### config.mk
export PLATFORM = sky130hd
export DESIGN_NAME = cctg_top
export DESIGN_NICKNAME = d
export VERILOG_FILES = /design/src/design/cctg_pkg.sv /design/src/design/cctg_top.sv /design/src/design/cctg_count_sel.sv /design/src/design/cctg_down_cnt.sv
export SDC_FILE = /design/constraint.sdc
export NUM_CORES = 1
export LEC_CHECK = 0
export BUFFER_PORTS_ARGS = -buffer_cell sky130_fd_sc_hd__buf_2
export CORE_ASPECT_RATIO = 0.5
export CORE_MARGIN = 8
export CORE_UTILIZATION = 57
export CTS_CLUSTER_DIAMETER = 40
export DETAILED_ROUTE_END_ITERATION = 7
export GPL_TIMING_DRIVEN = 1
export PLACE_DENSITY_LB_ADDON = 0.05
export SLEW_MARGIN = 20
export SYNTH_ARGS = -nofsm -noshare
export SYNTH_HDL_FRONTEND = slang
export SYNTH_SLANG_ARGS = --single-unit
### constraint.sdc
create_clock -name i_ref_clk -period 5.4 [get_ports i_ref_clk]
set_input_delay 0.27 -clock i_ref_clk [delete_from_list [all_inputs] [get_ports i_ref_clk]]
set_output_delay 0.27 -clock i_ref_clk [all_outputs]
set_load 0.005 [all_outputs]
### src/design/cctg_pkg.sv
// Package: constants and types for the card cycle timing generator
package cctg_pkg;
  // APB register offsets
  localparam logic [7:0] ADDR_MEM_WIN = 8'h00;
  localparam logic [7:0] ADDR_IO_WIN  = 8'h04;
  localparam logic [7:0] ADDR_CTRL    = 8'h08;
  localparam logic [7:0] ADDR_STATUS  = 8'h0C;
  localparam logic [7:0] ADDR_SETUP   = 8'h10;
  localparam logic [7:0] ADDR_ACTIVE  = 8'h14;
  localparam logic [7:0] ADDR_HOLD    = 8'h18;
  // Window register fields
  localparam int WS_LO_BIT  = 0;
  localparam int WS_HI_BIT  = 1;
  localparam int ZWS_BIT    = 2;
  localparam int TS_LO_BIT  = 4;
  localparam int TS_HI_BIT  = 5;
  localparam logic [1:0] TS_LISTED = 2'h1;
  localparam logic [5:0] WIN_RST   = 6'h10;
  // Control fields
  localparam int CTRL_START_BIT = 0;
  localparam int CTRL_IO_BIT    = 1;
  localparam int CTRL_W16_BIT   = 2;
  // Status fields
  localparam int STAT_BUSY_BIT  = 0;
  localparam int STAT_ADDR_BIT  = 1;
  localparam int STAT_CMD_BIT   = 2;
  // Host clock counts
  localparam logic [4:0] SU_IO      = 5'h03;
  localparam logic [4:0] SU_MEM_LO  = 5'h02;
  localparam logic [4:0] SU_MEM_HI  = 5'h04;
  localparam logic [4:0] HD_IO      = 5'h02;
  localparam logic [4:0] HD_MEM_LO  = 5'h02;
  localparam logic [4:0] HD_MEM_HI  = 5'h03;
  localparam logic [4:0] A8_NOWAIT  = 5'h13;
  localparam logic [4:0] A8_WAIT    = 5'h17;
  localparam logic [4:0] A8_ZERO    = 5'h07;
  localparam logic [4:0] A16_IO_LO  = 5'h07;
  localparam logic [4:0] A16_IO_HI  = 5'h0B;
  localparam logic [4:0] A16_M0     = 5'h09;
  localparam logic [4:0] A16_M1     = 5'h0D;
  localparam logic [4:0] A16_M2     = 5'h11;
  localparam logic [4:0] A16_M3     = 5'h17;
  localparam logic [4:0] A16_MZERO  = 5'h05;
  localparam logic [4:0] SU_EXTRA   = 5'h02;
  localparam logic [4:0] HD_EXTRA   = 5'h01;
  localparam logic [4:0] CNT_ONE    = 5'h01;
  // Default counts for unlisted timing sets
  localparam logic [4:0] ALT_SU_RST = 5'h04;
  localparam logic [4:0] ALT_AC_RST = 5'h17;
  localparam logic [4:0] ALT_HD_RST = 5'h03;

  typedef enum logic [1:0] {
    CCTG_IDLE   = 2'b00,
    CCTG_SETUP  = 2'b01,
    CCTG_ACTIVE = 2'b10,
    CCTG_HOLD   = 2'b11
  } cctg_state_t;
endpackage

### src/design/cctg_top.sv
// Card cycle timing generator with APB register access
// Summary of operation
// - Timing comes from window wait-state settings; unlisted timing sets use the alternate count registers
// - Intervals counted in host clock periods
// - Intervals never shorter than reference timings
// - Setup: I/O 3, memory 2 or 4
// - 8-bit strobe: 19, 23, zero-wait 7
// - 16-bit I/O strobe: 7 or 11
// - 16-bit memory strobe: 9/13/17/23, zero-wait 5
// - Hold: I/O 2, memory 2 or 3
// - Setup interval adds two host clocks
// - Hold interval adds one host clock
//
// Design decisions made here: the APB register port and the register offsets.
module cctg_top (
  // Clock and reset
  input  wire logic        i_ref_clk,
  input  wire logic        i_srst,
  // APB slave
  input  wire logic        i_psel,
  input  wire logic        i_penable,
  input  wire logic        i_pwrite,
  input  wire logic [7:0]  i_paddr,
  input  wire logic [31:0] i_pwdata,
  output logic      [31:0] o_prdata,
  output logic             o_pready,
  output logic             o_pslverr,
  // Card side
  output logic             o_card_addr_valid,
  output logic             o_card_cmd_n,
  output logic             o_cycle_done
);
  import cctg_pkg::*;

  logic [5:0]  mem_win_r;
  logic [5:0]  io_win_r;
  logic        is_io_r;
  logic        wide_r;
  logic [4:0]  alt_su_r;
  logic [4:0]  alt_ac_r;
  logic [4:0]  alt_hd_r;
  logic [4:0]  su_cnt;
  logic [4:0]  ac_cnt;
  logic [4:0]  hd_cnt;
  logic [4:0]  load_val;
  logic        load;
  logic        last;
  logic        wr_en;
  logic        rd_en;
  logic        start;
  logic        hit;
  logic [31:0] rd_mux;
  logic [5:0]  win_sel;
  logic        io_eff;
  logic        wide_eff;
  cctg_state_t state_r;
  cctg_state_t state_nxt;

  // APB: zero wait states, error on unmapped address
  assign o_pready = 1'b1;
  assign wr_en    = i_psel && i_penable && i_pwrite;
  assign rd_en    = i_psel && !i_pwrite;

  always_comb begin
    hit    = 1'b1;
    rd_mux = '0;
    if (i_paddr == ADDR_MEM_WIN)
      rd_mux[5:0] = mem_win_r;
    else if (i_paddr == ADDR_IO_WIN)
      rd_mux[5:0] = io_win_r;
    else if (i_paddr == ADDR_CTRL) begin
      rd_mux[CTRL_IO_BIT]  = is_io_r;
      rd_mux[CTRL_W16_BIT] = wide_r;
    end else if (i_paddr == ADDR_STATUS) begin
      rd_mux[STAT_BUSY_BIT] = (state_r != CCTG_IDLE);
      rd_mux[STAT_ADDR_BIT] = o_card_addr_valid;
      rd_mux[STAT_CMD_BIT]  = !o_card_cmd_n;
    end else if (i_paddr == ADDR_SETUP)
      rd_mux[4:0] = alt_su_r;
    else if (i_paddr == ADDR_ACTIVE)
      rd_mux[4:0] = alt_ac_r;
    else if (i_paddr == ADDR_HOLD)
      rd_mux[4:0] = alt_hd_r;
    else
      hit = 1'b0;
  end

  assign o_pslverr = i_psel && i_penable && !hit;

  always_ff @(posedge i_ref_clk) begin
    if (i_srst)
      o_prdata <= '0;
    else if (rd_en && !i_penable)
      o_prdata <= rd_mux;
  end

  // Window registers hold the wait-state settings
  always_ff @(posedge i_ref_clk) begin
    if (i_srst) begin
      mem_win_r <= WIN_RST;
      io_win_r  <= WIN_RST;
    end else if (wr_en && i_paddr == ADDR_MEM_WIN)
      mem_win_r <= i_pwdata[5:0];
    else if (wr_en && i_paddr == ADDR_IO_WIN)
      io_win_r <= i_pwdata[5:0];
  end

  // Alternate counts for unlisted timing sets
  always_ff @(posedge i_ref_clk) begin
    if (i_srst) begin
      alt_su_r <= ALT_SU_RST;
      alt_ac_r <= ALT_AC_RST;
      alt_hd_r <= ALT_HD_RST;
    end else if (wr_en && i_paddr == ADDR_SETUP)
      alt_su_r <= i_pwdata[4:0];
    else if (wr_en && i_paddr == ADDR_ACTIVE)
      alt_ac_r <= i_pwdata[4:0];
    else if (wr_en && i_paddr == ADDR_HOLD)
      alt_hd_r <= i_pwdata[4:0];
  end

  // Cycle type latched on any control write while idle
  assign start = wr_en && (i_paddr == ADDR_CTRL) && i_pwdata[CTRL_START_BIT]
                 && (state_r == CCTG_IDLE);

  always_ff @(posedge i_ref_clk) begin
    if (i_srst) begin
      is_io_r <= 1'b0;
      wide_r  <= 1'b0;
    end else if (wr_en && i_paddr == ADDR_CTRL && state_r == CCTG_IDLE) begin
      is_io_r <= i_pwdata[CTRL_IO_BIT];
      wide_r  <= i_pwdata[CTRL_W16_BIT];
    end
  end

  // Start edge takes its counts from the type being written, not the last one
  assign io_eff   = start ? i_pwdata[CTRL_IO_BIT] : is_io_r;
  assign wide_eff = start ? i_pwdata[CTRL_W16_BIT] : wide_r;
  assign win_sel  = io_eff ? io_win_r : mem_win_r;

  cctg_count_sel u_sel (
    .i_win    (win_sel),
    .i_is_io  (io_eff),
    .i_wide   (wide_eff),
    .i_alt_su (alt_su_r),
    .i_alt_ac (alt_ac_r),
    .i_alt_hd (alt_hd_r),
    .o_su     (su_cnt),
    .o_ac     (ac_cnt),
    .o_hd     (hd_cnt)
  );

  cctg_down_cnt u_cnt (
    .i_ref_clk (i_ref_clk),
    .i_srst    (i_srst),
    .i_load    (load),
    .i_value   (load_val),
    .o_last    (last)
  );

  // Sequencer: setup, strobe active, hold
  always_comb begin
    state_nxt = state_r;
    load      = 1'b0;
    load_val  = '0;
    case (state_r)
      CCTG_IDLE: begin
        if (start) begin
          state_nxt = CCTG_SETUP;
          load      = 1'b1;
          load_val  = su_cnt + SU_EXTRA;
        end
      end
      CCTG_SETUP: begin
        if (last) begin
          state_nxt = CCTG_ACTIVE;
          load      = 1'b1;
          load_val  = ac_cnt;
        end
      end
      CCTG_ACTIVE: begin
        if (last) begin
          state_nxt = CCTG_HOLD;
          load      = 1'b1;
          load_val  = hd_cnt + HD_EXTRA;
        end
      end
      default: begin
        if (last)
          state_nxt = CCTG_IDLE;
      end
    endcase
  end

  always_ff @(posedge i_ref_clk) begin
    if (i_srst)
      state_r <= CCTG_IDLE;
    else
      state_r <= state_nxt;
  end

  // Address valid and strobe registered from the next state, done from the current state and last
  always_ff @(posedge i_ref_clk) begin
    if (i_srst) begin
      o_card_addr_valid <= 1'b0;
      o_card_cmd_n      <= 1'b1;
      o_cycle_done      <= 1'b0;
    end else begin
      o_card_addr_valid <= (state_nxt != CCTG_IDLE);
      o_card_cmd_n      <= (state_nxt != CCTG_ACTIVE);
      o_cycle_done      <= (state_r == CCTG_HOLD) && last;
    end
  end
endmodule

### src/design/cctg_count_sel.sv
// Count selection from window wait-state settings
module cctg_count_sel (
  // Window settings
  input  wire logic [5:0] i_win,
  input  wire logic       i_is_io,
  input  wire logic       i_wide,
  // Alternate counts
  input  wire logic [4:0] i_alt_su,
  input  wire logic [4:0] i_alt_ac,
  input  wire logic [4:0] i_alt_hd,
  // Counts
  output logic      [4:0] o_su,
  output logic      [4:0] o_ac,
  output logic      [4:0] o_hd
);
  import cctg_pkg::*;
  logic [1:0] ws;
  logic       zws;
  logic       listed;
  assign ws     = {i_win[WS_HI_BIT], i_win[WS_LO_BIT]};
  assign zws    = i_win[ZWS_BIT];
  assign listed = ({i_win[TS_HI_BIT], i_win[TS_LO_BIT]} == TS_LISTED);

  always_comb begin
    o_su = i_alt_su;
    o_ac = i_alt_ac;
    o_hd = i_alt_hd;
    if (listed) begin
      // I/O uses only the low wait-state bit
      if (i_is_io) begin
        o_su = SU_IO;
        o_hd = HD_IO;
      end else begin
        o_su = ws[1] ? SU_MEM_HI : SU_MEM_LO;
        o_hd = ws[1] ? HD_MEM_HI : HD_MEM_LO;
      end
      if (!i_wide) begin
        if ((i_is_io ? ws[0] : (ws != 2'b00)))
          o_ac = A8_WAIT;
        else if (zws)
          o_ac = A8_ZERO;
        else
          o_ac = A8_NOWAIT;
      end else if (i_is_io) begin
        o_ac = ws[0] ? A16_IO_HI : A16_IO_LO;
      end else begin
        case (ws)
          2'b00:   o_ac = zws ? A16_MZERO : A16_M0;
          2'b01:   o_ac = A16_M1;
          2'b10:   o_ac = A16_M2;
          default: o_ac = A16_M3;
        endcase
      end
    end
  end
endmodule

### src/design/cctg_down_cnt.sv
// Loadable down counter marking the last cycle of an interval
module cctg_down_cnt (
  // Clock and reset
  input  wire logic       i_ref_clk,
  input  wire logic       i_srst,
  // Control
  input  wire logic       i_load,
  input  wire logic [4:0] i_value,
  // Status
  output logic            o_last
);
  import cctg_pkg::*;
  logic [4:0] cnt_r;
  always_ff @(posedge i_ref_clk) begin
    if (i_srst)
      cnt_r <= '0;
    else if (i_load)
      cnt_r <= i_value;
    else if (cnt_r != '0)
      cnt_r <= cnt_r - CNT_ONE;
  end
  assign o_last = (cnt_r == CNT_ONE) || (cnt_r == '0);
endmodule

# Word level (Yosys, flattened, before mapping)
# Index checks and enable logic that the tools add are counted.
# classes
add_sub_neg	3
n_mul	0
n_div	0
n_lt_le_gt_ge	0
n_eq_ne	14
n_shift	0
muxes	50
n_bitwise	3
n_reduce_logical	33
# op_table
cell	n
5-bit two-way mux	18
5-bit case mux with 3 select lines	2
8-bit by 5-bit == test with 1-bit output, second input constant	3
8-bit by 4-bit == test with 1-bit output, second input constant	2
1-bit logical AND	15
1-bit two-way mux	15
2-bit two-way mux	7
6-bit two-way mux	2
8-bit by 3-bit == test with 1-bit output, second input constant	1
8-bit logical NOT	1
4-bit two-way mux	2
2-bit nonzero test	4
2-bit by 1-bit == test with 1-bit output, second input constant	3
2-bit == test, second input constant	3
3-bit two-way mux	2
2-bit case mux with 3 select lines	1
5-bit by 1-bit adder with 5-bit output, second input constant	1
5-bit by 2-bit adder with 5-bit output, second input constant	1
5-bit by 1-bit == test with 1-bit output, second input constant	1
5-bit logical NOT	1
5-bit nonzero test	1
5-bit by 1-bit subtractor with 5-bit output, second input constant	1
1-bit logical NOT	4
2-bit logical NOT	2
7 further kinds	10
# totals
reg_bits	45
latch_bits	0
mem_bits_rw	0
rom_bits	0
output_inout_bits	37
mem_count	0

# Logic depth before layout (Yosys ltp)
# Gate-level depths: netlist of run 1.
# logic_depth
ltp_word	15
depth_mapped	14
mapped_depth_nobuf	13

# By module
# A second synthesis of run 1 with hierarchy kept.
# hier_totals
cells_unflattened	360
hier_area_um2	2982.9
# modules_own_cells
mod	n_inst	cells_per_inst	area_each_um2	seq_area_each_um2
cctg_top	1	290	2448.6	800.8
cctg_down_cnt	1	34	301.5	100.1
cctg_count_sel	1	36	232.7	0.0

# Worst setup path after synthesis of run 1
# OpenSTA, ideal clock, no wires.
# synth_timing
kind	input-to-reg
start	input i_paddr[7]
end	register u_cnt.cnt_r[4]
setup_ps	86
t_arrival_ps	3069
slack_ps	2245
stages	11
path_buffers	0
path_cell_list	or4_4 -> or4_4 -> mux2i_4 -> mux2i_1 -> a21o_1 -> ha_1 -> nand3_1 -> xor2_1 -> nor3_1 -> nor3_1 -> a221oi_2
# synth_via
elab_chain_cells	14
word_cells_on_any_way	35
# synth_lines
element	line_no	rtl
from (decl)	cctg_top.sv:23	input wire logic [7:0] i_paddr,
8-bit by 4-bit == test with 1-bit output (*)	cctg_top.sv:123	assign start = wr_en && (i_paddr == ADDR_CTRL) && i_pwdata[CTRL_START_BIT]
1-bit logical AND (*) (2 in series)	cctg_top.sv:123	
1-bit logical AND (*)	cctg_top.sv:124	&& (state_r == CCTG_IDLE);
parallel branches: the longest is 10 deep, another holds 5-bit by 1-bit adder with 5-bit output	n/a	
to (signal assigned)	cctg_down_cnt.sv:18	cnt_r <= i_value;
to (signal assigned)	cctg_down_cnt.sv:20	cnt_r <= cnt_r - CNT_ONE;
to (decl)	cctg_down_cnt.sv:13	logic [4:0] cnt_r;
# Mark *: on every way between the ends.
# A chain may end at the register's enable or synchronous reset.

# Final worst setup path of run 1
# layout_timing
start	register state_r[0]
end	register u_cnt.cnt_r[4]
# layout_via
elab_chain_cells	12
word_cells_on_any_way	36
# layout_lines
element	line_no	rtl
from (decl)	cctg_top.sv:56	cctg_state_t state_r;
from (signal assigned)	cctg_top.sv:199	state_r <= state_nxt;
parallel branches: the longest is 12 deep, another holds 5-bit by 1-bit adder with 5-bit output	n/a	
# Several ways; the timed one is not identified.

==> impl_metrics.env, run 1 <==
export IMPL_worst_hold_path_type="in2reg"
export IMPL_hold_viol=0
export IMPL_synth_warning_count=0
export IMPL_dieHeight_um=67.5
export IMPL_n_fill_cell=445
export IMPL_cts_hold_buffers=0
export IMPL_drc_errors=0
export IMPL_total_power_mw=0.818
export IMPL_gr_total_overflow=0
export IMPL_criticalPathCategory="reg2reg"
export IMPL_grt_max_degree=45
export IMPL_clk_pin_slew_ns=0.10
export IMPL_fp_dieW_um=119
export IMPL_r2r_start="state_r[0]"
export IMPL_wl_per_cell_um=16.6
export IMPL_critPathLaunchType="flip-flop"
export IMPL_min_period_over_period_pct=71.0
export IMPL_fmax_ghz=0.261
export IMPL_cts_resized=0
export IMPL_area_growth_pct=3.64
export IMPL_cts_root_buf="clkbuf_8"
export IMPL_leakagePower_nw=1.28
export IMPL_timing_critical_path_fanout_max=12
export IMPL_cp_required_ns=5.57
export IMPL_reg2reg_setup_slack_ns=1.57
export IMPL_antenna_found_initial=0
export IMPL_peakVddDrop_mv=0.124
export IMPL_diodes=0
export IMPL_clockBufferDepth=2
export IMPL_final_cell_mix="dfxtp_1 (45), nor2_1 (41), mux2i_1 (32)"
export IMPL_cts_sink_count=45
export IMPL_io_pins=82
export IMPL_routed_via_density=5.75
export IMPL_ctsHtreeMaxLevel=2
export IMPL_synthCells=357
export IMPL_rsz0062_at_grt="false"
export IMPL_ff2ff_path_depth=13
export IMPL_critPathLaunch="state_r[0]"
export IMPL_slowest_delay_ns=0.69
export IMPL_cp_top_family="multiplexers"
export IMPL_utilization_pct=62.4
export IMPL_drt_iter0_drc=189
export IMPL_place_ws_ns=1.53
export IMPL_routed_wl_um=7390
export IMPL_holdPathStages=3
export IMPL_crit_buf_inv=1
export IMPL_first_pass_iters=5
export IMPL_cellPowerDensity_nw_per_um2=261
export IMPL_cts_tree="yes"
export IMPL_finalCriticalPeriod_ns=3.83
export IMPL_place_gp_congestion=0.885
export IMPL_rows=18
export IMPL_grt_pass1_wl_um=11600
export IMPL_max_cap_violations=0
export IMPL_grt_usage_pct=18.0
export IMPL_cp_slowest_cell="mux2i_1"
export IMPL_r2r_end="u_cnt.cnt_r[4]"
export IMPL_synthesis_area_um2=3020
export IMPL_path_cells="inv_1 -> ha_1 -> nand3_1 -> or4_4 -> mux2i_4 -> mux2i_1 -> a21o_1 -> ha_1 -> nand3_1 -> xor2_1 -> nor3_1 -> nor3_1 -> a221oi_2"
export IMPL_crit_path_end="u_cnt.cnt_r[4]"
export IMPL_initial_core_util_pct=60.2
export IMPL_fp_coreArea_um2=5020
export IMPL_cts_made_buffers=5
export IMPL_worst_slew_pin_slew_ns=1.17
export IMPL_tns_ns=0
export IMPL_ant_nets=0
export IMPL_clkLatencyLatePin_ns=0.31
export IMPL_ys_flop_type="dfxtp_1"
export IMPL_grt_pass1_vias=2280
export IMPL_post_cts_setup_buffers=0
export IMPL_slew_violations=0
export IMPL_vias=2558
export IMPL_drive_gt1_share_pct=17.1
export IMPL_worstSetupPathDepth=13
export IMPL_hpwl_um=5570
export IMPL_setup_slack_ns=1.57
export IMPL_end_kind="flip-flop"
export IMPL_synth_cell_type_count=55
export IMPL_synth_edf_count=0
export IMPL_fp_dieArea_um2=8030
export IMPL_layout_commonest_cell="dfxtp_1"
export IMPL_relSlewSlack_pct=21.2
export IMPL_clock_skew_ns=0.00432
export IMPL_syn_area_per_cell_um2=8.47
export IMPL_port_buffer_count=28
export IMPL_nets=429
export IMPL_synth_seq_cells=45
export IMPL_worstPathArrival_ns=4.00
export IMPL_status="complete, no violations"
export IMPL_ys_seq_area_share_pct=29.8
export IMPL_setup_viol=0
export IMPL_synthArstFlopShare_pct=0
==> cells by family (layout without fill, tap and decap cells) <==
logic type               after synthesis  after routing  share of synthesized area (%)
AO/OA/AOI/OAI                         76             76                           17.0
other                                  2             27                          0.248
flip-flops                            45             45                           29.8
adder cells (fa/ha/maj)               10             10                           4.14
AND/OR/NAND/NOR                      127            127                           21.8
buffers and inverters                 52             45                           11.5
XOR/XNOR                               5              5                           1.45
multiplexers                          40             40                           14.1
==> worst reg2reg max path, delay by kind of cell (launching register included) <==
kind,cells,cell delay [ns]
xor gates and xnor gates,1,0.16
AOI/OAI and AO/OA,2,0.35
DFF,1,0.38
adders and majority gates,2,0.49
buffers and inverters,1,0.12
and+or+nand+nor,5,1.08
muxes,2,1.10
==> sequential cells by signal (all words and copies together) (netlist names) <==
| register | flops |
|---|---|
| alt_su_r | 5 |
| alt_hd_r | 5 |
| is_io_r | 1 |
| u_cnt.cnt_r | 5 |
| o_card_addr_valid | 1 |
| alt_ac_r | 5 |
| o_prdata | 6 |
| mem_win_r | 6 |
| wide_r | 1 |
| state_r | 2 |
| io_win_r | 6 |
| o_card_cmd_n | 1 |
| o_cycle_done | 1 |
==> worst min path at each step <==
stage,slack (ns),end,startpoint
after floorplan,0.39,alt_hd_r[0],i_pwdata[0]
after global placement,0.44,o_prdata[1],o_prdata[1]
after detailed placement,0.45,o_prdata[1],o_prdata[1]
after CTS,0.21,mem_win_r[5],i_pwdata[5]
after global routing,0.22,io_win_r[4],i_pwdata[4]
final,0.21,mem_win_r[5],i_pwdata[5]
==> power by group <==
group | switching (mW) | internal, mW | total (mW)
Sequential | 0.0210 | 0.353 | 0.374
Clock | 0.136 | 0.0946 | 0.230
Combinational | 0.129 | 0.0848 | 0.214
Total | 0.286 | 0.532 | 0.818
==> per-stage QoR <==
stage | std cells | hold slack, ns | area (µm²)
3_5_place_dp | 437 | 0.448 | 3040
6_report | 445 | 0.207 | 3130
3_3_place_gp | 437 | 0.442 | 3040
4_1_cts | 445 | 0.207 | 3130
2_1_floorplan | 382 | 0.388 | 3120
5_1_grt | 445 | 0.225 | 3130
==> area by class of cell <==
type | instances | area, µm² | area share, %
inverters | 8 | 30.0 | 0.958
clock buffers | 5 | 68.8 | 2.20
repair buffers | 29 | 148 | 4.71
clock inverters | 3 | 25.0 | 0.798
well taps | 70 | 87.6 | 2.79
flip-flops and latches | 45 | 901 | 28.7
multi-input cells | 285 | 1870 | 59.8
==> routing by layer <==
metal	up-vias	wire (µm)	GRT usage (%)
met2	114	2920	25.9
met5	-	0	0
met4	0	81	5.15
met1	1187	3710	25.5
li1	1247	-	-
met3	10	675	5.41
==> cell usage after synthesis (all sizes together), types with 2 or more instances <==
| master | instances | share of area, % |
|---|---|---|
| a221oi | 4 | 1.4 |
| ha | 10 | 4.1 |
| and2 | 2 | 0.41 |
| a21oi | 17 | 2.8 |
| a211oi | 4 | 0.99 |
| o22ai | 5 | 1.0 |
| nor3b | 5 | 1.2 |
| o211ai | 5 | 1.2 |
| or4 | 2 | 0.74 |
| clkbuf | 11 | 2.0 |
| or3 | 3 | 0.62 |
| conb | 2 | 0.25 |
| buf | 33 | 8.5 |
| nand3 | 9 | 1.5 |
| inv | 8 | 0.99 |
| mux2 | 7 | 2.7 |
| nand3b | 4 | 0.99 |
| or2 | 6 | 1.2 |
| xor2 | 4 | 1.2 |
| nor2 | 41 | 5.1 |
| nor3 | 10 | 2.0 |
| a211o | 11 | 3.2 |
| nand2 | 25 | 3.1 |
| o21ai | 18 | 3.0 |
| nor2b | 8 | 1.7 |
| mux2i | 33 | 11 |
| nand2b | 5 | 1.0 |
| dfxtp | 45 | 30 |
| a21o | 3 | 0.74 |
| and2b | 2 | 0.58 |
No activity file was read; power rests on OpenSTA's default activity.
==> run 2, diff against run 1 <==
- CORE_UTILIZATION: 57 -> 48
- clock period: 5.4 -> 3.1 ns (I/O delays scaled with it)
==> run 2 against run 1 <==
Compared with the run above:
- final area increased by 10%
- die area increased by 15%
- via count increased by 3.2%
==> impl_metrics.env, run 2 (synthesis gave the netlist of run 1 again) <==
export IMPL_drc_errors=0
export IMPL_place_gp_congestion=0.831
export IMPL_io_pins=82
export IMPL_cts_root_buf="clkbuf_16"
export IMPL_drive_gt1_share_pct=24.3
export IMPL_min_period_over_period_pct=98.3
export IMPL_initial_core_util_pct=49.7
export IMPL_grt_pass1_wl_um=12600
export IMPL_dieHeight_um=72.1
export IMPL_grt_usage_pct=17.2
export IMPL_cts_sink_count=45
export IMPL_multi_input_area_um2=1920
export IMPL_ant_nets=0
export IMPL_worst_hold_path_type="in2reg"
export IMPL_cellPowerDensity_nw_per_um2=476
export IMPL_leakagePower_nw=1.43
export IMPL_diodes=0
export IMPL_worstPathArrival_ns=3.22
export IMPL_critPathLaunchType="flip-flop"
export IMPL_final_cell_mix="dfxtp_1 (43), nor2_1 (41), mux2i_1 (32)"
export IMPL_reg2reg_setup_slack_ns=0.05
export IMPL_clockBufferDepth=2
export IMPL_vias=2639
export IMPL_fp_dieW_um=128
export IMPL_clkLatencyLatePin_ns=0.30
export IMPL_clock_skew_ns=0.00843
export IMPL_cts_hold_buffers=0
export IMPL_fp_coreArea_um2=6080
export IMPL_drt_iter0_drc=238
export IMPL_area_growth_pct=14.0
export IMPL_slew_violations=0
export IMPL_worst_slew_pin_slew_ns=0.854
export IMPL_fmax_ghz=0.328
export IMPL_hpwl_um=6110
export IMPL_utilization_pct=56.7
export IMPL_routed_wl_um=8130
export IMPL_criticalPathCategory="reg2reg"
export IMPL_grt_pass1_vias=2462
export IMPL_gr_total_overflow=0
export IMPL_cts_tree="yes"
export IMPL_rows=20
export IMPL_finalCriticalPeriod_ns=3.05
export IMPL_rsz0062_at_grt="true"
export IMPL_routed_via_density=5.42
export IMPL_total_power_mw=1.64
export IMPL_setup_viol=0
export IMPL_cts_made_buffers=5
export IMPL_end_kind="flip-flop"
export IMPL_wl_per_cell_um=16.7
export IMPL_grt_max_degree=45
export IMPL_antenna_found_initial=0
export IMPL_max_cap_violations=0
export IMPL_nets=453
export IMPL_n_fill_cell=579
export IMPL_timing_critical_path_fanout_max=4
export IMPL_port_buffer_count=28
export IMPL_ctsHtreeMaxLevel=2
export IMPL_clk_pin_slew_ns=0.07
export IMPL_cp_required_ns=3.28
export IMPL_status="complete, no violations"
export IMPL_fp_dieArea_um2=9250
export IMPL_peakVddDrop_mv=0.297
export IMPL_layout_commonest_cell="dfxtp_1"
export IMPL_relSlewSlack_pct=43.1
export IMPL_hold_viol=0
export IMPL_largestRegisters="io_win_r x6, mem_win_r x6, o_prdata x6"
export IMPL_first_pass_iters=4
export IMPL_regArea_um2=903
-- run 2: changes by cell type in the layout (fill, tap and decap cells not counted), moves of 2 or more --
cell       previous run  this run
clkbuf_16             0         5
ha_1                 10         8
nand3_1               9         7
clkbuf_8              5         1
inv_1                 8         6
inv_2                 0         2
dfxtp_1              45        43
buf_4                 1        25
ha_4                  0         2
dfxtp_2               0         2
-- run 2: final timing paths --
kind	startpoint	end	cells after the start
setup reg to reg	state_r[1]	u_cnt.cnt_r[2]	13
setup / recovery	state_r[1]	u_cnt.cnt_r[2]	13
hold reg to reg	o_prdata[1]	o_prdata[1]	2
hold / removal	i_pwdata[5]	io_win_r[5]	3
-- run 2: power breakdown --
group	total [mW]	internal [mW]	switching, mW
registers	0.646	0.616	0.0302
logic	0.426	0.180	0.246
clock network	0.568	0.324	0.244
-- run 2: routing by layer --
metal  GRT usage [%]  vias to the layer above  share of wire (%)
met4            3.66                        0               0.64
met5               0                        -                  0
met1            24.2                     1233                 48
li1                -                     1290                  -
met3            5.26                        7                 11
met2            24.9                      109                 41
-- run 2: cell type report --
| cell class | count | area share [%] |
|---|---|---|
| Clock buffer | 6 | 4.03 |
| Clock inverter | 2 | 0.472 |
| Sequential cell | 45 | 26.2 |
| Timing Repair Buffer | 53 | 9.51 |
| Inverter | 8 | 0.871 |
| Tap cell | 88 | 3.19 |
| Multi-Input combinational cell | 285 | 55.7 |
-- run 2: repair_timing --
| action | in CTS | in global routing |
|---|---|---|
| gates resized for setup | 0 | 14 |
| hold endpoints to repair | 0 | 0 |
| buffers inserted | 0 | 4 |
| setup endpoints to repair | 0 | 2 |
-- run 2: critical path, cell delays in order, from the launching register on --
cell and delay (ns):
dfxtp_2 0.32, inv_2 0.08, ha_4 0.18, nand3_4 0.08
or4_4 0.56, mux2i_4 0.24, buf_4 0.16, mux2_4 0.29
nor2_1 0.17, nor2_1 0.07, ha_1 0.29, a211o_1 0.27
o21ai_1 0.14, o21ai_1 0.08
-- run 2: per-stage QoR --
step / cells / hold WS (ns) / instance area (µm²) / setup TNS (ns) / worst slack [ns]
2_1_floorplan: 382 / 0.273 / 3120 / 0 / 0.0597
3_3_place_gp: 475 / 0.408 / 3210 / 0 / 0.0118
3_5_place_dp: 475 / 0.416 / 3210 / -0.0574 / -0.0436
4_1_cts: 483 / 0.105 / 3360 / 0 / 0.0671
5_1_grt: 487 / 0.138 / 3450 / -0.143 / -0.0879
6_report: 487 / 0.107 / 3450 / 0 / 0.0530
==> run 3, diff against run 2 <==
- CORE_ASPECT_RATIO: 0.5 -> default
- GPL_ROUTABILITY_DRIVEN: default -> 0
==> run 3 against run 2 <==
Compared with the run above:
- register-to-register slack improved by 0.12 ns
- largest power group unchanged
- combinational power decreased by 6.6%
- total power decreased by 11%
- highest routed layer unchanged
- clock skew decreased by 0.0016 ns
- sequential power about the same
- critical endpoint unchanged
- sequential share of layout area increased by 0.88 points
- final area decreased by 3.5%
- maximum frequency increased by 4.2%
- wire length decreased by 5.8%
- setup slack improved by 0.12 ns
==> impl_metrics.env, run 3 (synthesis gave the netlist of run 1 again) <==
export IMPL_status="complete, no violations"
export IMPL_tns_ns=0
export IMPL_power_internal_mw=0.950
export IMPL_holdPathStages=3
export IMPL_grt_max_degree=31
export IMPL_vias=2578
export IMPL_slew_violations=0
export IMPL_crit_buf_inv=3
export IMPL_gr_total_overflow=0
export IMPL_leakagePower_nw=1.40
export IMPL_first_pass_iters=4
export IMPL_wl_per_cell_um=16.1
export IMPL_worst_hold_path_type="in2reg"
export IMPL_clkLatencyLatePin_ns=0.31
export IMPL_final_cell_mix="dfxtp_1 (45), nor2_1 (41), mux2i_1 (32)"
export IMPL_postPlaceCellArea_um2=3220
export IMPL_rows=29
export IMPL_cp_required_ns=3.31
export IMPL_clockPowerShare_pct=28.5
export IMPL_critPathLaunch="state_r[0]"
export IMPL_hold_viol=0
export IMPL_multi_input_area_um2=1880
export IMPL_r2r_start="state_r[0]"
export IMPL_clk_pin_slew_ns=0.10
export IMPL_total_power_mw=1.46
export IMPL_criticalPathCategory="reg2reg"
export IMPL_highest_layer="met4"
export IMPL_n_fill_cell=610
export IMPL_antenna_found_initial=0
export IMPL_hpwl_um=5900
export IMPL_end_kind="flip-flop"
export IMPL_wl_met2_um=3390
export IMPL_cts_tree="yes"
export IMPL_relSlewSlack_pct=39.8
export IMPL_port_buffer_count=28
export IMPL_max_cap_violations=0
export IMPL_routed_wl_um=7660
export IMPL_cp_slowest_cell="or4_4"
export IMPL_p_seq_share_pct=44.2
export IMPL_path_cells="inv_2 -> ha_2 -> nand3_1 -> or4_4 -> mux2i_4 -> buf_4 -> and3_2 -> a21o_1 -> ha_1 -> buf_4 -> nor3b_1 -> a211o_1 -> o21ai_0 -> o21ai_1"
export IMPL_layout_commonest_cell="dfxtp_1"
export IMPL_cts_root_buf="clkbuf_8"
export IMPL_post_cts_setup_buffers=0
export IMPL_grt_pass1_vias=2415
export IMPL_grt_pass1_wl_um=12000
export IMPL_diodes=0
export IMPL_ctsHtreeMaxLevel=2
export IMPL_regArea_um2=901
export IMPL_r2r_end="u_cnt.cnt_r[2]"
export IMPL_hp_start="i_pwdata[5]"
export IMPL_clock_skew_ns=0.00686
export IMPL_drc_errors=0
export IMPL_dieHeight_um=95.4
export IMPL_worstPathArrival_ns=3.13
export IMPL_timing_critical_path_fanout_max=3
export IMPL_worstSetupPathDepth=14
export IMPL_pwr_share_comb_pct=27.3
export IMPL_nets=452
export IMPL_ant_nets=0
export IMPL_drt_iter0_drc=119
export IMPL_cts_sink_count=45
export IMPL_fp_dieArea_um2=9100
export IMPL_rsz0062_at_grt="false"
export IMPL_routed_via_density=5.43
export IMPL_crit_path_end="u_cnt.cnt_r[2]"
export IMPL_setup_viol=0
export IMPL_cts_made_buffers=5
export IMPL_cp_top_family="simple AND/OR/NAND/NOR gates"
export IMPL_min_period_over_period_pct=94.3
export IMPL_cellPowerDensity_nw_per_um2=438
export IMPL_worst_slew_pin_slew_ns=0.901
export IMPL_wl_met3_um=481
export IMPL_finalCriticalPeriod_ns=2.92
export IMPL_fp_dieW_um=95.4
export IMPL_slowest_delay_ns=0.46
export IMPL_ff2ff_path_depth=14
export IMPL_grt_usage_pct=17.1
export IMPL_p_sw_mw=0.506
export IMPL_design_area_um2=3330
export IMPL_largestRegisters="io_win_r x6, mem_win_r x6, o_prdata x6"
export IMPL_fp_coreArea_um2=6200
export IMPL_drive_gt1_share_pct=22.9
export IMPL_fmax_ghz=0.342
export IMPL_reg2reg_setup_slack_ns=0.18
export IMPL_area_growth_pct=10.0
export IMPL_critPathLaunchType="flip-flop"
export IMPL_cp_common_cell="buf_4"
export IMPL_clockBufferDepth=2
export IMPL_initial_core_util_pct=48.7
export IMPL_peakVddDrop_mv=0.315
export IMPL_io_pins=82
export IMPL_wl_met1_um=3620
export IMPL_p_sw_share_pct=34.8
[run 3: cell types whose count changed in the layout (fill, tap and decap cells not counted), sizes merged]
cell / delta
inv: +2
clkinvlp: -1
buf: -1
clkbuf: -1
[run 3: power by group through the flow]
stage          logic (mW)  clock network, mW  registers, mW
3_5_place_dp        0.394                  0          0.657
3_3_place_gp        0.392                  0          0.657
5_1_grt             0.449              0.442          0.650
4_1_cts             0.396              0.429          0.644
2_1_floorplan       0.318                  0          0.655
6_report            0.398              0.415          0.644
[run 3: what timing repair did]
action                                  CTS  global route
endpoints found under the setup margin    0             2
hold buffers                              0             0
hold endpoints to repair                  0             0
gates resized for setup                   0             5
[run 3: area by class of cell]
class	count	area share (%)
multi-input combinational	285	56.6
sequential	45	27.1
timing repair buffer	52	9.63
tap	77	2.90
clock buffer	5	2.07
inverter	8	0.903
clock inverter	3	0.865
[run 3: how the worst min path moves through the flow]
stage / endpoint / slack [ns]
after floorplan: alt_hd_r[0] / 0.27
after global placement: io_win_r[5] / 0.40
after detailed placement: io_win_r[5] / 0.41
after CTS: io_win_r[5] / 0.08
after global routing: alt_ac_r[4] / 0.12
final: mem_win_r[5] / 0.09
[run 3: through the flow]
step	utilization [%]	setup slack (ns)	hold slack, ns	std cells
global placement	51.8	-0.0217	0.404	467
detailed placement	51.8	-0.0417	0.414	467
finish	53.6	0.176	0.0909	475
CTS	53.4	0.119	0.0806	475
floorplan	-	0.0597	0.273	382
global route	53.6	0.0231	0.118	475
[run 3: worst register-to-register path: cells and delay by family (launching register included)]
kind / cells / cell delay, ns
AOI/OAI and AO/OA: 4 / 0.60
DFF: 1 / 0.33
and+or+nand+nor: 4 / 0.93
muxes: 1 / 0.21
adders and majority gates: 2 / 0.38
buffers and inverters: 3 / 0.38
[run 3: metal layers]
metal  GRT usage (%)  vias up
met5               0        -
li1                -     1299
met2            25.4       72
met1            23.6     1193
met3            3.23       14
met4            7.17        0
